<file path="src/mgfc_pkg.sv">
// Constants and types for the mailbox, pin-nine/global pin config and
// pixel clock edge counter register slice.
// Assumes a single core clock; all users refer to names as mgfc_pkg::name.
`default_nettype none

package mgfc_pkg;

    ////////////////////////////////////////////////////////////////////////
    // Register offsets
    localparam logic [7:0] ADDR_MAILBOX_A  = 8'h18;
    localparam logic [7:0] ADDR_MAILBOX_B  = 8'h19;
    localparam logic [7:0] ADDR_PIN_CFG    = 8'h1A;
    localparam logic [7:0] ADDR_EDGE_COUNT = 8'h1B;

    ////////////////////////////////////////////////////////////////////////
    // Reset values
    localparam logic [7:0] RST_MAILBOX_A  = 8'h00;
    localparam logic [7:0] RST_MAILBOX_B  = 8'h01;
    localparam logic [7:0] RST_PIN_CFG    = 8'h00;
    localparam logic [7:0] RST_EDGE_COUNT = 8'h00;

    ////////////////////////////////////////////////////////////////////////
    // Field positions in the pin config register
    localparam int POS_GLOBAL_LEVEL = 7;
    localparam int POS_GLOBAL_DIR   = 5;
    localparam int POS_GLOBAL_EN    = 4;
    localparam int POS_NINE_LEVEL   = 3;
    localparam int POS_NINE_DIR     = 1;
    localparam int POS_NINE_EN      = 0;

    // Writable bits; bits 6 and 2 are reserved
    localparam logic [7:0] PIN_CFG_WMASK = 8'hBB;

    // Counter saturation value
    localparam logic [7:0] EDGE_COUNT_MAX = 8'hFF;

    // Nominal oscillator period; one window unit is one oscillator period
    localparam int OSC_PERIOD_NS = 50;

    ////////////////////////////////////////////////////////////////////////
    // {dir, en} pad configuration pair
    typedef enum logic [1:0] {
        PAD_FUNCTIONAL = 2'b00,
        PAD_GPIO_OUT   = 2'b01,
        PAD_TRISTATE   = 2'b10,
        PAD_GPIO_IN    = 2'b11
    } mgfc_pad_mode_t;

    // Global force settings for every pin whose own pair is functional (00)
    typedef struct packed {
        logic           level;
        mgfc_pad_mode_t mode;
    } mgfc_global_cfg_t;

    // Drive of one pad
    typedef struct packed {
        logic oe;
        logic out;
    } mgfc_pad_drive_t;

endpackage : mgfc_pkg

`default_nettype wire

</file>
<file path="src/mgfc_regs.sv">
// Register slice: two scratch mailboxes, pin nine plus global pin config,
// and the pixel clock edge counter.
// Assumes the control port, oscillator clock and pixel clock levels are
// all synchronous to i_core_clk; pixel clock must stay at or below half the
// core clock rate to have every edge seen.
`default_nettype none

// Functional notes
// - Two 8-bit mailbox registers read back whatever was last written.
// - After reset, second mailbox reads 0x01 and first mailbox reads zero.
// - Bit 7 level drives pins with own pair 00 when the global pair is 01 (forced out).
// - Global pair: 00 functional, 10 tri-state, 01 forced out, 11 forced in.
// - A pin's own direction and enable settings override the global pair.
// - Global direction at bit 5, global enable at bit 4.
// - Bit 3 level drives pin nine when enabled as output, remote off.
// - Pin nine pair: 00 functional, 10 tri-state, 01 output, 11 input.
// - Pin nine direction at bit 1, enable at bit 0.
// - Any nonzero write to the counter register starts a pixel edge measurement.
// - Window lasts written value times the oscillator period, nominally 50 ns.
// - Counter read returns edges counted in the latest window, not length.
// - Edge count saturates at 0xFF instead of wrapping.
// - Remote control on makes the pin an output driving the remote level.
module mgfc_regs (
    input  wire logic                      i_core_clk,
    input  wire logic                      i_rst,
    input  wire logic                      i_ce,
    input  wire logic [7:0]                i_reg_addr,
    input  wire logic                      i_reg_wr,
    input  wire logic [7:0]                i_reg_wdata,
    input  wire logic                      i_reg_rd,
    output logic      [7:0]                o_reg_rdata,
    output logic                           o_reg_rvalid,
    input  wire logic                      i_osc_clk,
    input  wire logic                      i_pix_clk,
    input  wire logic                      i_pin_nine_func_out,
    input  wire logic                      i_pin_nine_remote_en,
    input  wire logic                      i_pin_nine_remote_level,
    output mgfc_pkg::mgfc_pad_drive_t      o_pin_nine,
    output mgfc_pkg::mgfc_global_cfg_t     o_global_cfg,
    output logic                           o_meas_busy
);

    ////////////////////////////////////////////////////////////////////////
    // State

    logic [7:0] mailbox_a_reg;
    logic [7:0] mailbox_b_reg;
    logic [7:0] pin_cfg_reg;
    logic [7:0] edge_count_reg;
    logic [7:0] edge_count_next;
    logic [7:0] window_left_reg;
    logic       meas_busy_reg;
    logic [7:0] rdata_reg;
    logic       rvalid_reg;

    logic       wr_mailbox_a;
    logic       wr_mailbox_b;
    logic       wr_pin_cfg;
    logic       wr_edge_count;
    logic       osc_rise;
    logic       pix_rise;

    assign wr_mailbox_a  = i_ce && i_reg_wr && (i_reg_addr == mgfc_pkg::ADDR_MAILBOX_A);
    assign wr_mailbox_b  = i_ce && i_reg_wr && (i_reg_addr == mgfc_pkg::ADDR_MAILBOX_B);
    assign wr_pin_cfg    = i_ce && i_reg_wr && (i_reg_addr == mgfc_pkg::ADDR_PIN_CFG);
    assign wr_edge_count = i_ce && i_reg_wr && (i_reg_addr == mgfc_pkg::ADDR_EDGE_COUNT);

    ////////////////////////////////////////////////////////////////////////
    // Mailboxes
    // Plain storage with no side effect, for messages across the link

    always_ff @(posedge i_core_clk)
    begin
        if (i_rst)
        begin
            mailbox_a_reg <= mgfc_pkg::RST_MAILBOX_A;
            mailbox_b_reg <= mgfc_pkg::RST_MAILBOX_B;
        end
        else
        begin
            if (wr_mailbox_a)
            begin
                mailbox_a_reg <= i_reg_wdata;
            end
            if (wr_mailbox_b)
            begin
                mailbox_b_reg <= i_reg_wdata;
            end
        end
    end

    ////////////////////////////////////////////////////////////////////////
    // Pin config register

    always_ff @(posedge i_core_clk)
    begin
        if (i_rst)
        begin
            pin_cfg_reg <= mgfc_pkg::RST_PIN_CFG;
        end
        else if (wr_pin_cfg)
        begin
            pin_cfg_reg <= i_reg_wdata & mgfc_pkg::PIN_CFG_WMASK;
        end
    end

    ////////////////////////////////////////////////////////////////////////
    // Pad decode

    mgfc_pkg::mgfc_pad_mode_t global_mode;
    mgfc_pkg::mgfc_pad_mode_t nine_mode;
    logic                     global_level;
    logic                     nine_level;

    assign global_mode  = mgfc_pkg::mgfc_pad_mode_t'({pin_cfg_reg[mgfc_pkg::POS_GLOBAL_DIR],
                                                      pin_cfg_reg[mgfc_pkg::POS_GLOBAL_EN]});
    assign nine_mode    = mgfc_pkg::mgfc_pad_mode_t'({pin_cfg_reg[mgfc_pkg::POS_NINE_DIR],
                                                      pin_cfg_reg[mgfc_pkg::POS_NINE_EN]});
    assign global_level = pin_cfg_reg[mgfc_pkg::POS_GLOBAL_LEVEL];
    assign nine_level   = pin_cfg_reg[mgfc_pkg::POS_NINE_LEVEL];

    // Other pins apply the same global decode outside this slice
    assign o_global_cfg.level = global_level;
    assign o_global_cfg.mode  = global_mode;

    // Remote control outranks both the own and the global pair
    always_comb
    begin
        o_pin_nine.oe  = 1'b0;
        o_pin_nine.out = 1'b0;
        if (i_pin_nine_remote_en)
        begin
            o_pin_nine.oe  = 1'b1;
            o_pin_nine.out = i_pin_nine_remote_level;
        end
        else
        begin
            // Own pair wins whenever it is not functional
            case (nine_mode)
                mgfc_pkg::PAD_GPIO_OUT:
                begin
                    o_pin_nine.oe  = 1'b1;
                    o_pin_nine.out = nine_level;
                end
                mgfc_pkg::PAD_TRISTATE,
                mgfc_pkg::PAD_GPIO_IN:
                begin
                    o_pin_nine.oe  = 1'b0;
                end
                mgfc_pkg::PAD_FUNCTIONAL:
                begin
                    case (global_mode)
                        mgfc_pkg::PAD_FUNCTIONAL:
                        begin
                            o_pin_nine.oe  = 1'b1;
                            o_pin_nine.out = i_pin_nine_func_out;
                        end
                        mgfc_pkg::PAD_GPIO_OUT:
                        begin
                            o_pin_nine.oe  = 1'b1;
                            o_pin_nine.out = global_level;
                        end
                        default:
                        begin
                            o_pin_nine.oe  = 1'b0;
                        end
                    endcase
                end
                default:
                begin
                    o_pin_nine.oe  = 1'b0;
                end
            endcase
        end
    end

    ////////////////////////////////////////////////////////////////////////
    // Edge samplers for the two slow clock levels

    // Bit 0 is the oscillator level, bit 1 the pixel clock level
    logic [1:0] slow_level;
    logic [1:0] slow_rise;

    assign slow_level = {i_pix_clk, i_osc_clk};

    generate
        for (genvar g = 0; g < 2; g++)
        begin : g_slow_edge
            logic prev_reg;

            always_ff @(posedge i_core_clk)
            begin
                if (i_rst)
                begin
                    prev_reg <= 1'b0;
                end
                else if (i_ce)
                begin
                    prev_reg <= slow_level[g];
                end
            end

            // A level already high at reset release counts as one rise
            assign slow_rise[g] = slow_level[g] && !prev_reg;
        end
    endgenerate

    assign osc_rise = slow_rise[0];
    assign pix_rise = slow_rise[1];

    ////////////////////////////////////////////////////////////////////////
    // Measurement window, counted in oscillator periods
    // A rewrite restarts the window and wins over its natural end

    always_ff @(posedge i_core_clk)
    begin
        if (i_rst)
        begin
            window_left_reg <= 8'h00;
            meas_busy_reg   <= 1'b0;
        end
        else if (wr_edge_count)
        begin
            window_left_reg <= i_reg_wdata;
            meas_busy_reg   <= (i_reg_wdata != 8'h00);
        end
        else if (i_ce && meas_busy_reg && osc_rise)
        begin
            window_left_reg <= window_left_reg - 8'h01;
            if (window_left_reg == 8'h01)
            begin
                meas_busy_reg <= 1'b0;
            end
        end
    end

    ////////////////////////////////////////////////////////////////////////
    // Pixel edge count
    // Holding at the top keeps a long window from reading as a slow clock

    always_comb
    begin
        edge_count_next = edge_count_reg;
        if (pix_rise && (edge_count_reg != mgfc_pkg::EDGE_COUNT_MAX))
        begin
            edge_count_next = edge_count_reg + 8'h01;
        end
    end

    always_ff @(posedge i_core_clk)
    begin
        if (i_rst)
        begin
            edge_count_reg <= mgfc_pkg::RST_EDGE_COUNT;
        end
        else if (wr_edge_count)
        begin
            edge_count_reg <= 8'h00;
        end
        else if (i_ce && meas_busy_reg)
        begin
            edge_count_reg <= edge_count_next;
        end
    end

    assign o_meas_busy = meas_busy_reg;

    ////////////////////////////////////////////////////////////////////////
    // Read port; unmapped offsets read zero
    // A counter read during a window sees a partial count

    always_ff @(posedge i_core_clk)
    begin
        if (i_rst)
        begin
            rdata_reg  <= 8'h00;
            rvalid_reg <= 1'b0;
        end
        else if (i_ce)
        begin
            rvalid_reg <= i_reg_rd;
            if (i_reg_rd)
            begin
                case (i_reg_addr)
                    mgfc_pkg::ADDR_MAILBOX_A:   rdata_reg <= mailbox_a_reg;
                    mgfc_pkg::ADDR_MAILBOX_B:   rdata_reg <= mailbox_b_reg;
                    mgfc_pkg::ADDR_PIN_CFG:     rdata_reg <= pin_cfg_reg;
                    mgfc_pkg::ADDR_EDGE_COUNT:  rdata_reg <= edge_count_reg;
                    default:                    rdata_reg <= 8'h00;
                endcase
            end
        end
    end

    assign o_reg_rdata  = rdata_reg;
    assign o_reg_rvalid = rvalid_reg;

endmodule : mgfc_regs

`default_nettype wire

</file>
<file path="config.mk">
export PLATFORM = sky130hd
export DESIGN_NAME = mgfc_regs
export DESIGN_NICKNAME = d
export VERILOG_FILES = /design/src/mgfc_pkg.sv /design/src/mgfc_regs.sv
export SDC_FILE = /design/constraint.sdc
export NUM_CORES = 1
export LEC_CHECK = 0
export BUFFER_PORTS_ARGS = -buffer_cell sky130_fd_sc_hd__buf_4
export CORE_ASPECT_RATIO = 2
export CORE_MARGIN = 5
export CORE_UTILIZATION = 60
export DETAILED_ROUTE_END_ITERATION = 8
export GPL_ROUTABILITY_DRIVEN = 1
export MAX_ROUTING_LAYER = met4
export PLACE_DENSITY = 0.92
export SLEW_MARGIN = 20
export SYNTH_ARGS = -nofsm -noshare
export SYNTH_HDL_FRONTEND = slang
export SYNTH_SLANG_ARGS = --single-unit
</file>
<file path="constraint.sdc">
create_clock -name i_core_clk -period 3.1 [get_ports i_core_clk]
set_input_delay 0.31 -clock i_core_clk [delete_from_list [all_inputs] [get_ports i_core_clk]]
set_output_delay 0.31 -clock i_core_clk [all_outputs]
set_load 0.02 [all_outputs]
</file>
# Yosys cells after proc, flatten, opt, wreduce, memory -nomap -nowiden

Cells that the tools add are included.

Register bits: 50
Bits in latches: 0
RAM bits: 0
Bits in read-only memories: 0
Bits of input ports: 26
Memories kept: 0

$add $sub $neg: 2
$mul: 0
Divide/modulo/power cells: 0
Order comparisons: 0
Equality and inequality tests: 10
Shift operators: 0
Muxes and demuxes: 11
Bitwise operators: 0
Reductions and logical operators: 23

Operators by type and width:

| operator            | count |
|---|---|
| $eq 8x5->1 const B  | 4 |
| $pmux 8 s4          | 1 |
| $mux 8              | 2 |
| $logic_and 1x1->1   | 10 |
| $add 8x1->8 const B | 1 |
| $eq 8x1->1 const B  | 1 |
| $ne 8x8->1 const B  | 1 |
| $reduce_bool 8->1   | 1 |
| $sub 8x1->8 const B | 1 |
| $reduce_and 2->1    | 3 |
| $reduce_or 2->1     | 3 |
| $eq 2x1->1 const B  | 2 |
| $eq 2x2->1 const B  | 2 |
| $logic_not 2->1     | 2 |
| $mux 1              | 4 |
| $pmux 1 s2          | 2 |
| $reduce_bool 2->1   | 2 |
| $pmux 1 s3          | 1 |
| $logic_not 1->1     | 2 |
| $mux 2              | 1 |

# Logic depth before layout (Yosys ltp)

Word-level depth: 5
Mapped depth: 7
Depth with buffers taken out: 5

# Worst setup path before layout

Ideal clock, no wire load.

Path type: input port to flip-flop
From: input port i_reg_addr[7]
To: register window_left_reg[0]
Library setup time: 0.142 ns
Arrival: 1.653 ns
Data required time: 2.958 ns
Path slack: 1.305 ns
Cell stages on the path: 6
Path buffers: 2
Cells stage by stage: or4b_1 or3_1 buf_6 buf_6 nor2_1 a211oi_2

Word-level cells in the longest chain between the ends: 3
Elaborated cells between the ends (all ways): 4
Those cells by class: eq/ne (1); mux (1); reduce/logical (2)

RTL lines:

| what                                               | RTL line         | RTL |
|---|---|---|
| start, declared                                    | mgfc_regs.sv:27  | `input wire logic [7:0] i_reg_addr,` |
| $eq 8x5->1 *                                       | mgfc_regs.sv:66  | `assign wr_edge_count = i_ce && i_reg_wr && (i_reg_addr == mgfc_pkg::ADDR_EDGE_COUNT);` |
| $logic_and 1x1->1 *                                | mgfc_regs.sv:66  |  |
| $mux 8 / $reduce_bool 2->1 (equally long branches) | n/a              |  |
| end signal, assigned                               | mgfc_regs.sv:224 | `window_left_reg <= i_reg_wdata;` |
| end signal, assigned                               | mgfc_regs.sv:229 | `window_left_reg <= window_left_reg - 8'h01;` |
| end, declared                                      | mgfc_regs.sv:51  | `logic [7:0] window_left_reg;` |

Every way passes the cells marked *; elsewhere a longest branch is shown, timed or not.
A chain may end at the register's enable or synchronous reset.

# Final worst setup path

From: input port i_reg_addr[7]
To: register edge_count_reg[7]

Word-level cells in the longest chain between the ends: 3

RTL lines:

| what                             | RTL line         | RTL |
|---|---|---|
| $eq 8x5->1                       | mgfc_regs.sv:66  |  |
| $logic_and 1x1->1                | mgfc_regs.sv:66  |  |
| $reduce_or 2->1 (no source line) | n/a              |  |
| end signal, assigned             | mgfc_regs.sv:254 | `edge_count_reg <= mgfc_pkg::RST_EDGE_COUNT;` |
| end signal, assigned             | mgfc_regs.sv:262 | `edge_count_reg <= edge_count_next;` |
| end, declared                    | mgfc_regs.sv:49  | `logic [7:0] edge_count_reg;` |

No other way between the ends.

==> results.txt <==
Worst Setup End Kind: register
Final setup viols: 0
Root buf cell: clkbuf_8
Detailed-route DRC error count: 0
Arr. time, crit path: 2.22 ns
GRT Resource Usage Total: 23.8%
# placed instances: 326
Fmax: 490 MHz
CP max-delay cell: or3_1
Mux share of post-synthesis cell area: 18.4%
Non-filler cells, final: 333
Synth Cell Area: 2430 um2
Die area: 5500 um2
Max-slew violations: 0
Largest net degree at the start of global routing: 44
Avg WL per Cell: 17.2 um
ANT cells: 0
DR pass1 iterations: 4
Main combinational cell family by area after synthesis: simple AND/OR/NAND/NOR gates
Die width: 55 um
Total CTS buffers: 5
CTS tree: built
Pleak: 0.00111 uW
Chip height: 100 um
Initial core utilization: 62.6%
Area share of the leading cell type in the synthesized netlist: 41.2%
Compound-Gate Fraction of Synth Area: 10.1%
Cell row count: 32
Worst skew pair latency: 0.30 ns
Design Area, Final: 2820 um2
DPL Wire Length: 4220 um
Final net count: 311
Gr ovfl total: 0
Total core area: 3880 um2
Fin crit share: 65.9%
Vias in the first global route: 2036
PostCTS Resize Cnt: 0
Status: finished, final reports clean
Synth Flop Type: dfxtp_1
Post-Synth Adder-Cell Area: 1.54%
Vias/cell: 5.98
CP max FO: 18
Critical Path Start Type: primary input
Max cap viols: 0
RSZ-0062 raised after global routing: false
PD cells: 419 nW/um2
Max transition margin: 51.6%
#FFs+latches synth: 50
Synth Net Count: 281
Clock transition at path regs: 0.08 ns
WS Path Type: in -> reg
Post-DP Area: 2710 um2
Cell family with most CP delay: simple AND/OR/NAND/NOR gates
EDFF count, synth: 0
HP Class: in -> reg
Mean Syn Cell Area: 9.64 um2
Unique cell type count in the Yosys netlist: 41
Slew @ Worst Pin: 0.725 ns
First-pass GRT wire length: 9270 um
Antenna Nets Post-Route: 0
CTS hold repair buffers: 0
Leading area contributor after synthesis: dfxtp_1
DRT Wirelength: 5740 um
Top cells by area, synth: dfxtp_1, mux2i_1, nor2_1, mux4_2, a211oi_2
RD Place Congestion: 0.931
Post-CTS setup buffer count: 0
Post-synth ARST share: 0%
Initial antenna violation count: 0
Final hold violation count: 0
Ratio of cells with drive above 1 in the final layout: 23.4%
CP Buf/Inv Count: 1
Via count: 1991
Area delta synth->final: 16.1%
Port buffer count: 40
Peak supply drop: 0.351 mV
Fin crit period: 2.04 ns
Xor/xnor share of the synthesized area: 3.24%
Htree depth: 2
IO Pins: 41
Clock Path Buffers: 2
CTS Sinks: 50
Setup tns final: 0 ns
Worst path max stage delay: 0.71 ns
Post-synthesis sequential area ratio: 41.2%
Iter 0 DRT Violations: 53
Req. time, crit path: 3.28 ns
Worst Skew: 0.00588 ns
Fill count: 294
Simple-gate share of the synthesized area: 21.0%
Critical-path cell list: buf_4 > or4b_1 > or3_1 > nand2b_1 > nor3b_1
Cells after synthesis: 252
Ys Warns: 0
-- cell families (layout without fill, tap and decap cells) --
kind of cell	after synthesis	after routing
compound gates	29	29
mux	37	37
flops	50	50
fa+ha+maj	3	3
buf+inv	20	50
xor+xnor	9	9
simple gates	104	104
-- per-layer routing --
| layer | wire [um] | global-route usage [%] | vias to the layer above |
|---|---|---|---|
| met2 | 3140 | 40.2 | 54 |
| met4 | 245 | 14.4 | 0 |
| met3 | 224 | 4.16 | 23 |
| met1 | 2120 | 23.9 | 961 |
| li1 | - | - | 953 |
| met5 | 0 | - | - |
-- cells in the final DEF, fill, tap and decap left out, types with 3 or more instances in the layout --
cell / n
nor3_1: 7
nor2b_1: 3
a211oi_2: 8
nand3_1: 7
nand2_1: 9
a21oi_1: 4
a22oi_1: 8
ha_1: 3
mux2i_1: 29
nand4_1: 3
clkbuf_8: 6
nand2b_1: 4
nor2_1: 52
xor2_1: 8
buf_4: 41
nand4b_1: 3
dfxtp_1: 50
nor4_1: 3
mux4_2: 6
-- tightest hold or removal path, delay by kind of cell --
kind	cells	cell delay, ns
muxes	1	0.06
buffers and inverters	1	0.08
and+or+nand+nor	1	0.08
-- area by class of cell --
class,instances,area (um2),share of cell area [%]
multi-input cells,182,1330,47.1
flip-flops and latches,50,1000,35.5
repair buffers,41,308,10.9
clock buffers,6,82.6,2.93
well taps,51,63.8,2.26
clock inverters,1,30.0,1.06
inverters,2,7.51,0.266
-- final timing paths --
path | start | to | slack (ns) | depth (start not counted)
setup / recovery | i_reg_addr[7] | edge_count_reg[7]$_SDFFE_PP0P_ | 1.06 | 5
hold reg to reg | o_reg_rvalid$_SDFFE_PP0P_ | o_reg_rvalid$_SDFFE_PP0P_ | 0.48 | 2
hold / removal | i_osc_clk | g_slow_edge[0].prev_reg$_SDFFE_PP0P_ | 0.26 | 3
setup reg to reg | o_meas_busy$_SDFFE_PP0P_ | edge_count_reg[3]$_SDFFE_PP0P_ | 1.41 | 4
-- through the flow --
| stage | utilization (%) | hold slack (ns) | power [uW] | worst slack (ns) |
|---|---|---|---|---|
| 3_3_place_gp | 69.7 | 0.455 | 737 | 0.834 |
| 4_1_cts | 72.6 | 0.256 | 1190 | 1.09 |
| 6_report | 72.6 | 0.260 | 1180 | 1.06 |
| 3_5_place_dp | 69.7 | 0.475 | 739 | 0.791 |
| 5_1_grt | 72.6 | 0.279 | 1220 | 0.998 |
| 2_1_floorplan | - | 0.440 | 697 | 1.31 |
-- synthesized netlist by cell type (3+ instances only) --
library cell,number
a211oi_2,8
a21oi_1,4
a22oi_1,8
buf_2,5
buf_4,3
clkbuf_1,7
dfxtp_1,50
ha_1,3
mux2i_1,29
mux4_2,6
nand2_1,9
nand2b_1,4
nand3_1,7
nand4_1,3
nand4b_1,3
nor2_1,52
nor2b_1,3
nor3_1,7
nor4_1,3
xor2_1,8
-- power by group --
part / internal [uW] / switching (uW)
logic: 35.2 / 44.0
registers: 644 / 1.43
clock network: 258 / 200
total: 937 / 245
Note: power is estimated with default switching activity, not from simulation.
